### src/etp_defs.svh
/*
  Register offsets, field positions, reset values and counts of the
  enhanced timer PWM, single pulse and capture block.
  Assumes inclusion by bare name from the block's design file.
*/
`ifndef ETP_DEFS_SVH
`define ETP_DEFS_SVH

// ----------------------------------------
// Register byte offsets
// ----------------------------------------
`define ETP_OFF_CTRL  12'h000
`define ETP_OFF_PRD   12'h004
`define ETP_OFF_CCA   12'h008
`define ETP_OFF_CCB   12'h00c
`define ETP_OFF_FLAG  12'h010
`define ETP_OFF_CNT   12'h014

// ----------------------------------------
// Control field positions (low bit)
// ----------------------------------------
`define ETP_CTRL_RUN  0
`define ETP_CTRL_AM   1
`define ETP_CTRL_BM   3
`define ETP_CTRL_AIO  5
`define ETP_CTRL_BIO  7
`define ETP_CTRL_PWM  9
`define ETP_CTRL_CCLR 11
`define ETP_CTRL_AOC  12
`define ETP_CTRL_BOC  13
`define ETP_CTRL_APOL 14
`define ETP_CTRL_BPOL 15
`define ETP_CTRL_W    16

// ----------------------------------------
// Flag positions, widths, reset values
// ----------------------------------------
`define ETP_FLAG_P    0
`define ETP_FLAG_A    1
`define ETP_FLAG_B    2
`define ETP_FLAG_W    3
`define ETP_PRD_W     3
`define ETP_CNT_W     10
`define ETP_CTRL_RST  16'h0000
`define ETP_PRD_RST   3'h0
`define ETP_CC_RST    10'h000
`define ETP_FLAG_RST  3'h0

`endif

### src/etp_pkg.sv
/*
  Types of the enhanced timer block.
  Assumes nothing beyond a SystemVerilog compiler.
*/
package etp_pkg;

  // ----------------------------------------
  // Operating mode, one-hot
  // ----------------------------------------
  typedef enum logic [3:0] {
    MODE_IDLE  = 4'b0001,
    MODE_PWM   = 4'b0010,
    MODE_PULSE = 4'b0100,
    MODE_CAPT  = 4'b1000
  } etp_mode_t;

endpackage : etp_pkg

### src/etp_timer.sv
/*
  Enhanced timer: PWM (edge and centre aligned), single pulse and
  input capture, with registers on APB.
  Assumes a single 100 MHz clock, pins from outside the clock domain,
  and software setting both channel mode fields alike.
*/
`include "etp_defs.svh"

module etp_timer (
  // Clock and reset
  input  wire logic        clk,
  input  wire logic        resetn,
  // APB slave
  input  wire logic [11:0] paddr,
  input  wire logic        psel,
  input  wire logic        penable,
  input  wire logic        pwrite,
  input  wire logic [31:0] pwdata,
  output logic      [31:0] prdata,
  output logic             pready,
  output logic             pslverr,
  // Timer pins
  input  wire logic        timerPinAIn,
  output logic             timerPinAOut,
  output logic             timerPinAOe,
  input  wire logic        timerPinBIn,
  output logic             timerPinBOut,
  output logic             timerPinBOe,
  input  wire logic        externalTriggerPin
);
  import etp_pkg::*;

  localparam int CW = `ETP_CNT_W;
  localparam int SH = CW - `ETP_PRD_W;

  // ----------------------------------------
  // Storage
  // ----------------------------------------
  logic [`ETP_CTRL_W-1:0] ctrl;
  logic [`ETP_PRD_W-1:0]  periodCompareValue;
  logic [CW-1:0]          compareAValue, compareBValue;
  logic [`ETP_FLAG_W-1:0] flag;
  logic [CW-1:0]          cnt;
  logic                   down, runPrev, pulseA, pulseB;
  logic [2:0]             sync1, sync2, sync3, filt, filtPrev;

  // ----------------------------------------
  // Control decode
  // ----------------------------------------
  logic        timerRunBit, counterClearSelect, centre, runRise;
  logic        outputAInitialLevel, outputBInitialLevel, outputAPolarity, outputBPolarity;
  logic [1:0]  channelAModeSelect, outputAActionSelect;
  logic [1:0]  outputBActionSelect, pwmAlignmentSelect;
  etp_mode_t   curMode;
  logic        isPwm, isPulse, isCapt;

  assign timerRunBit         = ctrl[`ETP_CTRL_RUN];
  assign channelAModeSelect  = ctrl[`ETP_CTRL_AM +: 2];
  assign outputAActionSelect = ctrl[`ETP_CTRL_AIO +: 2];
  assign outputBActionSelect = ctrl[`ETP_CTRL_BIO +: 2];
  assign pwmAlignmentSelect  = ctrl[`ETP_CTRL_PWM +: 2];
  assign counterClearSelect  = ctrl[`ETP_CTRL_CCLR];
  assign outputAInitialLevel = ctrl[`ETP_CTRL_AOC];
  assign outputBInitialLevel = ctrl[`ETP_CTRL_BOC];
  assign outputAPolarity     = ctrl[`ETP_CTRL_APOL];
  assign outputBPolarity     = ctrl[`ETP_CTRL_BPOL];

  // Mode 10 with action 11 is single pulse, otherwise PWM
  assign curMode = (channelAModeSelect == 2'h2) ?
                   ((outputAActionSelect == 2'h3) ? MODE_PULSE : MODE_PWM) :
                   (channelAModeSelect == 2'h1) ? MODE_CAPT : MODE_IDLE;
  assign isPwm   = (curMode == MODE_PWM);
  assign isPulse = (curMode == MODE_PULSE);
  assign isCapt  = (curMode == MODE_CAPT);
  assign centre  = (pwmAlignmentSelect == 2'h3);
  assign runRise = timerRunBit & ~runPrev;

  // ----------------------------------------
  // Pin synchronisers
  // ----------------------------------------
  logic [2:0] syncDiff, next_filt, rise, fall;
  assign syncDiff  = sync2 ^ sync3;
  assign next_filt = (sync3 & ~syncDiff) | (filt & syncDiff);
  assign rise      = filt & ~filtPrev;
  assign fall      = ~filt & filtPrev;

  always_ff @(posedge clk or negedge resetn) begin
    if (!resetn) begin
      sync1    <= 3'h0;
      sync2    <= 3'h0;
      sync3    <= 3'h0;
      filt     <= 3'h0;
      filtPrev <= 3'h0;
    end else begin
      sync1    <= {externalTriggerPin, timerPinBIn, timerPinAIn};
      sync2    <= sync1;
      sync3    <= sync2;
      filt     <= next_filt;
      filtPrev <= filt;
    end
  end

  // ----------------------------------------
  // Period limits
  // ----------------------------------------
  logic [CW:0] prdBase, prdEdge, prdHalf, cntWide;
  logic        edgeWrap, capWrap;
  assign cntWide = {1'b0, cnt};
  assign prdBase = {1'b0, periodCompareValue, {SH{1'b0}}};
  assign prdEdge = counterClearSelect ? {1'b0, compareAValue} :
                   (periodCompareValue == `ETP_PRD_RST) ?
                   {1'b1, {CW{1'b0}}} : prdBase;
  // half period 128 per code, 0 gives 1023
  // clear high, half period is compare A
  assign prdHalf = counterClearSelect ? {1'b0, compareAValue} :
                   (periodCompareValue == `ETP_PRD_RST) ?
                   {1'b0, {CW{1'b1}}} : prdBase;
  assign edgeWrap = (cntWide == prdEdge - {{CW{1'b0}}, 1'b1});
  // period match bounds the capture count
  // period zero never matches, counter wraps at max
  assign capWrap = (periodCompareValue != `ETP_PRD_RST) &&
                   (cntWide == prdBase);

  // ----------------------------------------
  // Counter
  // ----------------------------------------
  logic [CW-1:0] next_cnt;
  logic          next_down, hitP, hitA, hitB;
  always_comb begin
    next_cnt  = cnt;
    next_down = down;
    hitP      = 1'b0;
    hitA      = 1'b0;
    hitB      = 1'b0;
    // counter zeroed at run rise and at the edge PWM and capture period wraps
    if (runRise) begin
      next_cnt  = '0;
      next_down = 1'b0;
    end else if (timerRunBit) begin
      unique case (curMode)
        MODE_PWM: begin
          hitB = (cnt == compareBValue);
          if (!centre) begin
            next_cnt = edgeWrap ? '0 : cnt + 1'b1;
            hitP     = edgeWrap & ~counterClearSelect;
            hitA     = counterClearSelect ? edgeWrap : (cnt == compareAValue);
          end else begin
            hitA = (cnt == compareAValue);
            if (!down) begin
              if (cntWide == prdHalf) begin
                next_cnt  = cnt - 1'b1;
                next_down = 1'b1;
              end else begin
                next_cnt = cnt + 1'b1;
              end
            end else begin
              next_cnt = cnt - 1'b1;
              if (cnt == {{(CW-1){1'b0}}, 1'b1}) begin
                next_down = 1'b0;
                hitP      = 1'b1;
              end
            end
          end
        end
        MODE_PULSE: begin
          next_cnt = cnt + 1'b1;
          hitA     = (cnt == compareAValue);
          hitB     = (cnt == compareBValue);
        end
        // count while run bit high, zeroed at period match
        MODE_CAPT: begin
          next_cnt = capWrap ? '0 : cnt + 1'b1;
          hitP     = capWrap;
        end
        MODE_IDLE: begin
          next_cnt = cnt + 1'b1;
        end
      endcase
    end
  end

  always_ff @(posedge clk or negedge resetn) begin
    if (!resetn) begin
      cnt     <= `ETP_CC_RST;
      down    <= 1'b0;
      runPrev <= 1'b0;
    end else begin
      cnt     <= next_cnt;
      down    <= next_down;
      runPrev <= timerRunBit;
    end
  end

  // ----------------------------------------
  // Single pulse outputs
  // ----------------------------------------
  logic next_pulseA, next_pulseB, pulseEnd;
  // compare A or run low closes both
  assign pulseEnd    = isPulse & hitA;
  assign next_pulseA = isPulse & timerRunBit & (runRise | pulseA) & ~hitA;
  assign next_pulseB = isPulse & timerRunBit & ~runRise &
                       (pulseB | hitB) & ~hitA;

  always_ff @(posedge clk or negedge resetn) begin
    if (!resetn) begin
      pulseA <= 1'b0;
      pulseB <= 1'b0;
    end else begin
      pulseA <= next_pulseA;
      pulseB <= next_pulseB;
    end
  end

  // ----------------------------------------
  // Capture
  // ----------------------------------------
  logic capA, capB;
  assign capA = isCapt & ((outputAActionSelect == 2'h0) ? rise[0] :
                          (outputAActionSelect == 2'h1) ? fall[0] :
                          (outputAActionSelect == 2'h2) ? (rise[0] | fall[0]) :
                          1'b0);
  assign capB = isCapt & ((outputBActionSelect == 2'h0) ? rise[1] :
                          (outputBActionSelect == 2'h1) ? fall[1] :
                          (outputBActionSelect == 2'h2) ? (rise[1] | fall[1]) :
                          1'b0);

  // ----------------------------------------
  // PWM waveform and pins
  // ----------------------------------------
  logic pwmA, pwmB, actA, actB;
  // compare below both slopes gives 2C-1
  // compare at or above period stays active
  assign pwmA = timerRunBit & (cnt < compareAValue);
  assign pwmB = timerRunBit & (cnt < compareBValue);
  assign actA = isPwm ? ((outputAActionSelect == 2'h0) ? 1'b0 :
                         (outputAActionSelect == 2'h1) ? 1'b1 : pwmA) : pulseA;
  assign actB = isPwm ? ((outputBActionSelect == 2'h0) ? 1'b0 :
                         (outputBActionSelect == 2'h1) ? 1'b1 : pwmB) : pulseB;

  always_ff @(posedge clk or negedge resetn) begin
    if (!resetn) begin
      timerPinAOut <= 1'b0;
      timerPinBOut <= 1'b0;
      timerPinAOe  <= 1'b0;
      timerPinBOe  <= 1'b0;
    end else begin
      timerPinAOut <= (actA ~^ outputAInitialLevel) ^ outputAPolarity;
      timerPinBOut <= (actB ~^ outputBInitialLevel) ^ outputBPolarity;
      timerPinAOe  <= isPwm | isPulse;
      timerPinBOe  <= isPwm | isPulse;
    end
  end

  // ----------------------------------------
  // APB decode
  // ----------------------------------------
  logic        setup, wrEn, hitAddr;
  logic        wrCtrl, wrPrd, wrCca, wrCcb, wrFlag;
  logic [31:0] rdMux;
  assign setup   = psel & ~penable;
  assign wrEn    = psel & penable & pready & pwrite & ~pslverr;
  assign hitAddr = (paddr == `ETP_OFF_CTRL) || (paddr == `ETP_OFF_PRD) ||
                   (paddr == `ETP_OFF_CCA) || (paddr == `ETP_OFF_CCB) ||
                   (paddr == `ETP_OFF_FLAG) || (paddr == `ETP_OFF_CNT);
  assign wrCtrl  = wrEn & (paddr == `ETP_OFF_CTRL);
  assign wrPrd   = wrEn & (paddr == `ETP_OFF_PRD);
  assign wrCca   = wrEn & (paddr == `ETP_OFF_CCA);
  assign wrCcb   = wrEn & (paddr == `ETP_OFF_CCB);
  assign wrFlag  = wrEn & (paddr == `ETP_OFF_FLAG);
  assign rdMux   = (paddr == `ETP_OFF_CTRL) ? {16'h0000, ctrl} :
                   (paddr == `ETP_OFF_PRD)  ? {29'h0, periodCompareValue} :
                   (paddr == `ETP_OFF_CCA)  ? {22'h0, compareAValue} :
                   (paddr == `ETP_OFF_CCB)  ? {22'h0, compareBValue} :
                   (paddr == `ETP_OFF_FLAG) ? {29'h0, flag} :
                   (paddr == `ETP_OFF_CNT)  ? {22'h0, cnt} : 32'h0;

  always_ff @(posedge clk or negedge resetn) begin
    if (!resetn) begin
      pready  <= 1'b0;
      pslverr <= 1'b0;
      prdata  <= 32'h0;
    end else begin
      pready  <= setup;
      pslverr <= setup & ~hitAddr;
      prdata  <= setup ? rdMux : prdata;
    end
  end

  // ----------------------------------------
  // Register update
  // ----------------------------------------
  logic [`ETP_CTRL_W-1:0] ctrlSw;
  logic                   trigRise, next_run;
  logic [`ETP_FLAG_W-1:0] flagClr, flagSet;
  assign ctrlSw   = wrCtrl ? pwdata[`ETP_CTRL_W-1:0] : ctrl;
  // trigger edge sets run, wins over clears
  assign trigRise = isPulse & rise[2];
  assign next_run = trigRise | (~pulseEnd & ctrlSw[`ETP_CTRL_RUN]);
  assign flagClr  = wrFlag ? pwdata[`ETP_FLAG_W-1:0] : `ETP_FLAG_RST;
  assign flagSet  = {hitB | capB, hitA | capA, hitP};

  always_ff @(posedge clk or negedge resetn) begin
    if (!resetn) begin
      ctrl               <= `ETP_CTRL_RST;
      periodCompareValue <= `ETP_PRD_RST;
      compareAValue      <= `ETP_CC_RST;
      compareBValue      <= `ETP_CC_RST;
      flag               <= `ETP_FLAG_RST;
    end else begin
      ctrl <= {ctrlSw[`ETP_CTRL_W-1:1], next_run};
      periodCompareValue <= wrPrd ? pwdata[`ETP_PRD_W-1:0] : periodCompareValue;
      // capture latches counter, wins over write
      compareAValue <= capA ? cnt : wrCca ? pwdata[CW-1:0] : compareAValue;
      compareBValue <= capB ? cnt : wrCcb ? pwdata[CW-1:0] : compareBValue;
      flag <= (flag & ~flagClr) | flagSet;
    end
  end
endmodule : etp_timer

### config.mk
export PLATFORM = sky130hd
export DESIGN_NAME = etp_timer
export DESIGN_NICKNAME = d
export VERILOG_FILES = /design/src/etp_pkg.sv /design/src/etp_timer.sv
export VERILOG_INCLUDE_DIRS = /design/src
export SDC_FILE = /design/constraint.sdc
export NUM_CORES = 1
export LEC_CHECK = 0
export BUFFER_PORTS_ARGS = -buffer_cell sky130_fd_sc_hd__buf_2
export CAP_MARGIN = 5
export CORE_MARGIN = 2
export CORE_UTILIZATION = 30
export DETAILED_ROUTE_END_ITERATION = 8
export SYNTH_ARGS = -nofsm -noshare
export SYNTH_HDL_FRONTEND = slang
export SYNTH_SLANG_ARGS = --single-unit
### constraint.sdc
create_clock -name clk -period 9.8 [get_ports clk]
set_clock_uncertainty 0.1 [all_clocks]
set_input_delay 1.96 -clock clk [delete_from_list [all_inputs] [get_ports clk]]
set_output_delay 1.96 -clock clk [all_outputs]
set_load 0.01 [all_outputs]
==> results.md, run 1 <==
- The final antenna-violating net count is 0.
- Post-CTS repair changed the size of 0 cells.
- By startpoint and endpoint, the worst setup path is classified as input port to flip-flop.
- The capture point of the critical path is compareAValue[1].
- The share of layout cells above drive strength 1 is 17.6%.
- The horizontal extent of the die is around 150 um.
- TritonCTS built the clock tree.
- For this run, the leading register cell type out of synthesis is dfrtp_1.
- The area of the mapped netlist is 6220 sq um.
- The highest clock rate is 213 MHz.
- The post-synthesis cell type with the largest combined area is dfrtp_1.
- For the pin with the worst max-slew slack, the measured transition is around 1.2 ns.
- The worst register-to-register path begins at ctrl[11].
- The number of detailed-routing iterations run before antenna repair is 6.
- The flow ran to the end, and the final reports show no timing, DRC or antenna violations.
- Setup repair after global routing left no endpoint under its margin.
- The total clock buffers created by CTS is 9.
- The routed wire length per instance is 17.3 um.
- Entering global routing, the biggest net connects 66 pins.
- After the first detailed-routing iteration, the DRC count stood at between 500 and 600.
- The largest buffer count on any clock path is 2.
- The source-to-sink clock delay at the later pin of the worst-skew pair is roughly 0.35 ns.
- The final total negative setup slack is 0 ns.
- IR analysis of the VDD net gives a maximum drop of slightly below 0.0001 V.
- The number of warnings printed during yosys synthesis is 0.
- Of all nets on the critical path, the largest fanout is 11.
- The via count normalized by instance count is approximately 5.2.
- Synthesis produced approximately 670 cells.
- The buffers inserted during post-CTS setup optimization is 0.
- Synthesis instantiated 80 different standard cells from the library.
- The leftover overflow at the end of global routing is 0.
- After clock tree synthesis, the clock-pin slew on the worst setup and hold paths is 0.06 ns.
- The mean area per synthesized cell is 9.29 sq um.
- The count of hold buffers inserted by post-cts repair is 0.
- Power spread over the standard cell area amounts to 150 nW/um^2.
- Of the synthesized area, sequential elements account for between 30% and 40%.
- The half-perimeter wire length after detailed placement is 12.1 mm.
- By area the synthesized netlist is led by dfrtp_1 (37%), ha_1 (6.0%), mux2i_1 (4.7%).
- The share of flip-flops with an asynchronous set or reset after synthesis is 100%.
- The wire length after detailed routing is approximately 17 mm.
- After detailed routing, the number of remaining DRC violations is 0.
- After synthesis the netlist holds a flip-flop and latch count of ~90.
- The die outline area is 21900 sq um.
- The final instance area is between 6000 and 7000 sq um.
- The placement row count is 52.
- The worst register-to-register path has a depth of 11.
- The congestion estimate from routability-driven global placement came to around 0.85.
- The end of the worst register-to-register path is ctrl[0].
- The class of the worst hold path is flip-flop to flip-flop.
- The count of nets after finishing is 776.
- The die is 148 um tall.
- The library cell used most frequently in the layout, excluding fill and tap cells, is dfrtp_1.
- Setup violations remaining at the end of the flow were counted as 0.
- The worst-case register-to-register setup slack is 6.38 ns.
- The area of the core region is 20300 sq um.
- The max-capacitance violation count is 0.
- The tree is rooted in a clkbuf_16.
- The tightest slew margin relative to the limit is 19.9%.
- The hold violation count in the final report is 0.
- The number of enable flip-flop cells after synthesis is 0.
- The final antenna diode count is 0.
- Across every metal layer, demand over resource in global routing totals between 15 and 20%.
- The ratio of final minimum period to clock period is 47.9%.
- In this run the cell area measured after placement is 6580 sq um.
- The number of antenna violations at the first check in global routing is 0.
- The worst hold-check slack is ~0.25 ns.
- STA puts the critical path data arrival time at 4.78 ns.
- STA classifies the critical path startpoint as an input port.
- The required time of the critical path is 9.89 ns.
- Compared with the post-synthesis result, the final layout area differs by 10.9%.
- The H-tree was split into 3 levels.
- The worst setup path is captured at a flip-flop.
- The final number of max-transition violations was 0.
- The number of global-route vias before repair is roughly 4700.
- The count of buffers added on input and output ports is 57.
- The tree built by TritonCTS fans out to a little over 90 sinks.
- The initial utilization of the core area, before any placement, comes to 30.6%.
- Leaving out fill and tap cells, the most frequent cells in the layout are dfrtp_1 (92), nand2_1 (68), buf_2 (56).
- In this run the static leakage power is 3.21 nW.
- The startpoint of the worst setup timing path is paddr[7].
- The area share of the largest cell type after synthesis is 37.0%.
- 90 I/O pins were placed.
- The routed via count is 5068.
- The first global-routing pass estimated roughly 27 mm of wire.
- The clock period minus final worst setup slack is 4.69 ns.
sequential cells by signal, indices dropped and copies added (netlist names), 3 cells and up, named ones only:
register,cells
sync2,3
compareBValue,10
compareAValue,10
prdata,16
ctrl,16
periodCompareValue,3
sync1,3
cnt,10
flag,3
filtPrev,3
sync3,3
stage by stage:
step                power, mW  util [%]  cells  worst slack [ns]
floorplan               0.595         -    684              5.93
global placement        0.654      32.4    953              4.93
detailed placement      0.658      32.4    953              4.86
CTS                      1.04      34.0    969              5.25
global route             1.09      34.0    969              4.99
finish                   1.03      34.0    969              5.11
synthesized netlist by cell type (8+ instances only):
cell,number
a31oi_1,10
buf_2,10
mux2_2,23
xnor2_1,16
o21ai_0,23
mux2i_1,29
clkbuf_1,24
inv_1,35
a21o_1,9
xor2_1,8
and3_1,9
nor4_1,9
nand2_1,68
buf_4,20
nor2b_1,8
dfrtp_1,92
a21oi_1,31
nor2_1,50
ha_1,30
nor3b_1,9
nand3_1,26
logic make-up (layout without fill, tap and decap cells):
| logic type | Yosys count | in the layout | synth area share [%] |
|---|---|---|---|
| multiplexers | 55 | 55 | 9.48 |
| buffers and inverters | 98 | 113 | 7.93 |
| AO/OA/AOI/OAI | 139 | 139 | 16.9 |
| other | 1 | 16 | 0.0603 |
| flip-flops | 92 | 92 | 37.0 |
| adder cells (fa/ha/maj) | 33 | 33 | 6.52 |
| AND/OR/NAND/NOR | 227 | 227 | 18.7 |
| XOR/XNOR | 24 | 24 | 3.38 |
how the worst min path moves through the flow:
stage / end / slack (ns) / cells after the start / start
after floorplan: sync2[0] / 0.23 / 0 / sync1[0]
after global placement: sync2[2] / 0.23 / 0 / sync1[2]
after detailed placement: sync2[2] / 0.24 / 0 / sync1[2]
after CTS: sync2[2] / 0.25 / 0 / sync1[2]
after global routing: sync2[2] / 0.26 / 0 / sync1[2]
final: sync2[2] / 0.25 / 0 / sync1[2]
critical path, stage by stage:
cell     delay, ns
buf_2         0.10
nor4_1        0.30
nand3_1       0.25
nor4b_2       1.02
nand2_1       0.74
mux2i_1       0.31
a21oi_1       0.09
final cells by class:
cell class	count	area [sq um]
clock buffers	13	250
clock inverters	3	68.8
fillers	2130	13400
inverters	36	135
multi-input cells	494	3480
flip-flops and latches	92	2300
well taps	270	338
repair buffers	61	318
routing by layer:
layer / share of wire, % / track usage, % / routed length [um]
met1: 46 / 22.9 / 7770
met2: 46 / 23.8 / 7730
met3: 6.6 / 3.61 / 1100
met4: 1.1 / 3.29 / 187
met5: 0 / 0 / 0
power breakdown:
group          switching [mW]  internal, mW
Sequential             0.0782         0.398
Combinational          0.0922        0.0839
Clock                   0.148         0.232
Total                   0.318         0.713
Power figures use the tool's default switching activity.
==> run 2, diff against run 1 <==
--- a/config.mk
+++ b/config.mk
@@ -6,6 +6,7 @@
 export SDC_FILE = /design/constraint.sdc
 export NUM_CORES = 1
 export LEC_CHECK = 0
+export ABC_AREA = 1
 export BUFFER_PORTS_ARGS = -buffer_cell sky130_fd_sc_hd__buf_2
 export CAP_MARGIN = 5
 export CORE_MARGIN = 2
==> constraint.sdc (replaced) <==
create_clock -name clk -period 4.54 [get_ports clk]
set_clock_uncertainty 0.1 [all_clocks]
set_input_delay 0.908 -clock clk [delete_from_list [all_inputs] [get_ports clk]]
set_output_delay 0.908 -clock clk [all_outputs]
set_load 0.01 [all_outputs]
==> run 2 against run 1 <==
Flip-flop and latch count is the same. Cell area grew 0.40%. Power grew 120%. Routed wire length grew 8.0%. Non-clock buffer count grew 1. Setup slack lost 3.6 ns. Clock-buffer cell count shrank 2. Critical path depth grew 6. Critical endpoint is now cnt[7].
==> results.md, run 2 <==
- The flow ran to the end, and the final reports show no timing, DRC or antenna violations.
- Data on the critical path is required at its endpoint by 4.67 ns.
- Among cell families on the critical path, the largest total delay comes from simple AND/OR/NAND/NOR gates.
- From synthesis to final layout, the design area changed by 12.8%.
- The slew of the pin with the lowest slew margin is about 0.94 ns.
- The number of cells traversed by the worst register-to-register path is 13.
- The tightest slew margin relative to the limit is between 30 and 40%.
- For this run, the post-layout net count is 966.
- The critical path contains buffers and inverters numbering 2 combined.
- The number of antenna violations at the first check in global routing is 0.
- Using the TritonRoute via totals, the vias-per-cell ratio works out to slightly below 5.
- The number of instances resized during post-cts repair is 0.
- The clock transition at the register clock pins on the worst setup and hold paths after CTS is roughly 0.070 ns.
- The highest clock rate is 330 MHz.
- The cell seen most often among critical-path stages is nand2_1.
- The initial core utilization is 30.4%.
- The share of layout cells above drive strength 1 is 12.6%.
- The number of enable flip-flop cells after synthesis is 0.
- The final number of max-transition violations is 0.
- The quantity of I/O buffers inserted on ports is 57.
- In this run the register-to-register setup slack is between 1.5 and 2 ns.
- The clock net in this run drives a total of 92 sinks.
- The final total negative setup slack is 0 ns.
- The synthesized design spends more area on one cell type than any other, namely dfrtp_1.
- During I/O placement, the number of pins put on the boundary was 90.
- 0 antenna diodes ended up in the layout.
- In the layout the commonest cells are nand2_1 (241), dfrtp_1 (92), inv_1 (87).
- In this run the number of H-tree levels came out at 3.
- The startpoint kind of the worst setup timing path is a flip-flop.
- Sorting the synthesized cells by how often they occur yields nand2_1 (241), dfrtp_1 (92), inv_1 (87), o21ai_0 (63), nor2_1 (60).
- The signal arrival time at the worst endpoint is 3.16 ns.
- The mean area per synthesized cell is 7.31 sq um.
- On the final layout, the worst hold slack is 0.250 ns.
- Synthesis handed over a netlist of 839 instances.
- The largest incremental delay on the critical path is 0.85 ns.
- In this run, distinct cell masters in the synthesized netlist total 43.
- Setup repair after global routing left no endpoint under its margin.
- After detailed routing, the total wire length is ~18 mm.
- The most instantiated library cell after synthesis is nand2_1.
- At the end of routability-driven placement, the weighted congestion stood at 0.919.
- The die boundary height is between 100 and 150 um.
- Summing all placed instances gives a cell area of 6610 sq um.
- The die outline area is 21600 sq um.
- The tool flagged a number of max-cap violations equal to 0.
- For this run, design rule violations remaining after detail routing come to 0.
- In this run the worst hold path is classified as flip-flop to flip-flop.
- The floorplan has 52 rows.
- For this block, the via count after detailed routing is 5757.
- Setup violations remaining at the end of the flow were counted as 0.
- The count of hold buffers inserted by post-cts repair is 0.
- The number of detailed-routing iterations run before antenna repair is 5.
- Setup slack closes at about 1.5 ns.
- The depth of the worst hold-timing path is 0.
- The analysis attributes to cell leakage a power of 3.50 nW.
- The routed wire length per instance is 15.6 um.
- The source-to-sink clock delay at the later pin of the worst-skew pair is roughly 0.35 ns.
- The largest registers in the layout are ctrl x16, prdata x16.
- For this run, the leading register cell type out of synthesis is dfrtp_1.
- The die is 147 um wide.
- Detailed placement ended at an HPWL of 13.5 mm.
- The critical path goes through inv_2 -> nand2_1 -> nand2_1 -> nor2_1 -> nand3_1 -> nand2_1 -> nand2_1 -> nor2_1 -> nand4_1 -> nand2_1 -> inv_2 -> nand2_1 -> o21ai_1.
- The category of the most critical setup path is flip-flop to flip-flop.
- The largest buffer count on any clock path is 2.
- The largest net degree at the start of global routing is 73.
- The instance count on the critical path is 13.
- The initial detailed-routing violation count is around 450.
- The worst setup path is captured at a flip-flop.
- The aggregate global-route resource usage is 17.2%.
- The share of flip-flops with an asynchronous set or reset after synthesis is 100%.
- The routed design could run at a clock period as short as 3.03 ns.
- The mapped netlist covers 6140 sq um.
- On the critical path, the stage with the largest delay is an instance of dfrtp_1.
- The number of storage elements in the synthesis netlist is 92.
- Once detail routing completed, the nets flagged for antenna violations numbered 0.
- The placement-stage worst setup slack is 1.60 ns.
- The worst IR drop on VDD is 0.000270 V.
- The hold violation count in the final report is 0.
- The leftover overflow at the end of global routing is 0.
- The total clock buffers created by CTS is 9.
- By area the synthesized netlist is led by dfrtp_1 (38%), nand2_1 (15%), ha_1 (6.1%).
- The worst path uses 66.7% of the clock period.
- The area of the core region is 20200 sq um.
- Power spread over the standard cell area amounts to 327 nW/um^2.
- TritonCTS built the clock tree.
- The commonest non-fill, non-tap cell in the layout is nand2_1.
- Summing all non-filler instances in the final layout gives an area of 6920 sq um.
- The global-route wire length before repair is 29.2 mm.
- The number of warnings printed during yosys synthesis is 0.
- Of the post-synthesis cell area, the dominant cell type holds 37.5%.
- The number of global-route vias before repair is ~5400.
- The share of the Yosys chip area taken by registers is a little under two fifths.
- The clock root buffer master is clkbuf_16.
- In this run the worst path has a maximum fanout of 22.
- The buffers inserted during post-CTS setup optimization is 0.
[run 2: through the flow]
| stage | total power, mW | instances | util [%] |
|---|---|---|---|
| final | 2.26 | 1159 | 34.3 |
| after detailed placement | 1.46 | 1143 | 32.8 |
| after floorplan | 1.30 | 854 | - |
| after CTS | 2.27 | 1159 | 34.3 |
| after global placement | 1.46 | 1143 | 32.8 |
| after global routing | 2.38 | 1159 | 34.3 |
[run 2: cell type report]
cell class | count | area (sq um)
clock buffers | 11 | 243
inverters | 95 | 357
multi-input cells | 624 | 3290
well taps | 270 | 338
flip-flops and latches | 92 | 2300
clock inverters | 5 | 67.6
fillers | 2182 | 13200
repair buffers | 62 | 325
[run 2: where the power goes]
group,switching (mW),total (mW),internal (mW)
clock,0.355,0.805,0.451
combinational,0.325,0.498,0.173
sequential,0.105,0.958,0.853
total,0.785,2.26,1.48
[run 2: worst paths after layout]
path	from	end
worst min register to register	sync1[2]	sync2[2]
min in group asynchronous	resetn	sync1[2]
worst min-delay path	sync1[2]	sync2[2]
worst max register to register	ctrl[11]	cnt[7]
worst max-delay path	ctrl[11]	cnt[7]
max in group asynchronous	resetn	prdata[1]
[run 2: cell families (layout without fill, tap and decap cells)]
| group | after synthesis | in the layout | share of synthesized area, % |
|---|---|---|---|
| AO/OA/AOI/OAI | 133 | 133 | 12.3 |
| buffers and inverters | 138 | 173 | 9.91 |
| other | 1 | 16 | 0.0611 |
| XOR/XNOR | 23 | 23 | 3.28 |
| flip-flops | 92 | 92 | 37.5 |
| multiplexers | 13 | 13 | 2.39 |
| AND/OR/NAND/NOR | 406 | 406 | 28.0 |
| adder cells (fa/ha/maj) | 33 | 33 | 6.61 |
[run 2: metal layers]
layer	track usage [%]	routed length, um
met1	23.6	8280
met2	27.8	8490
met3	2.20	890
met4	6.59	480
met5	0	0
[run 2: worst register-to-register path, cell delays in order, from the launching register on]
cell and delay [ns]:
dfrtp_1 0.85, inv_2 0.28, nand2_1 0.15, nand2_1 0.10, nor2_1 0.24, nand3_1 0.12
nand2_1 0.07, nand2_1 0.05, nor2_1 0.34, nand4_1 0.24, nand2_1 0.13, inv_2 0.05
nand2_1 0.13, o21ai_1 0.09
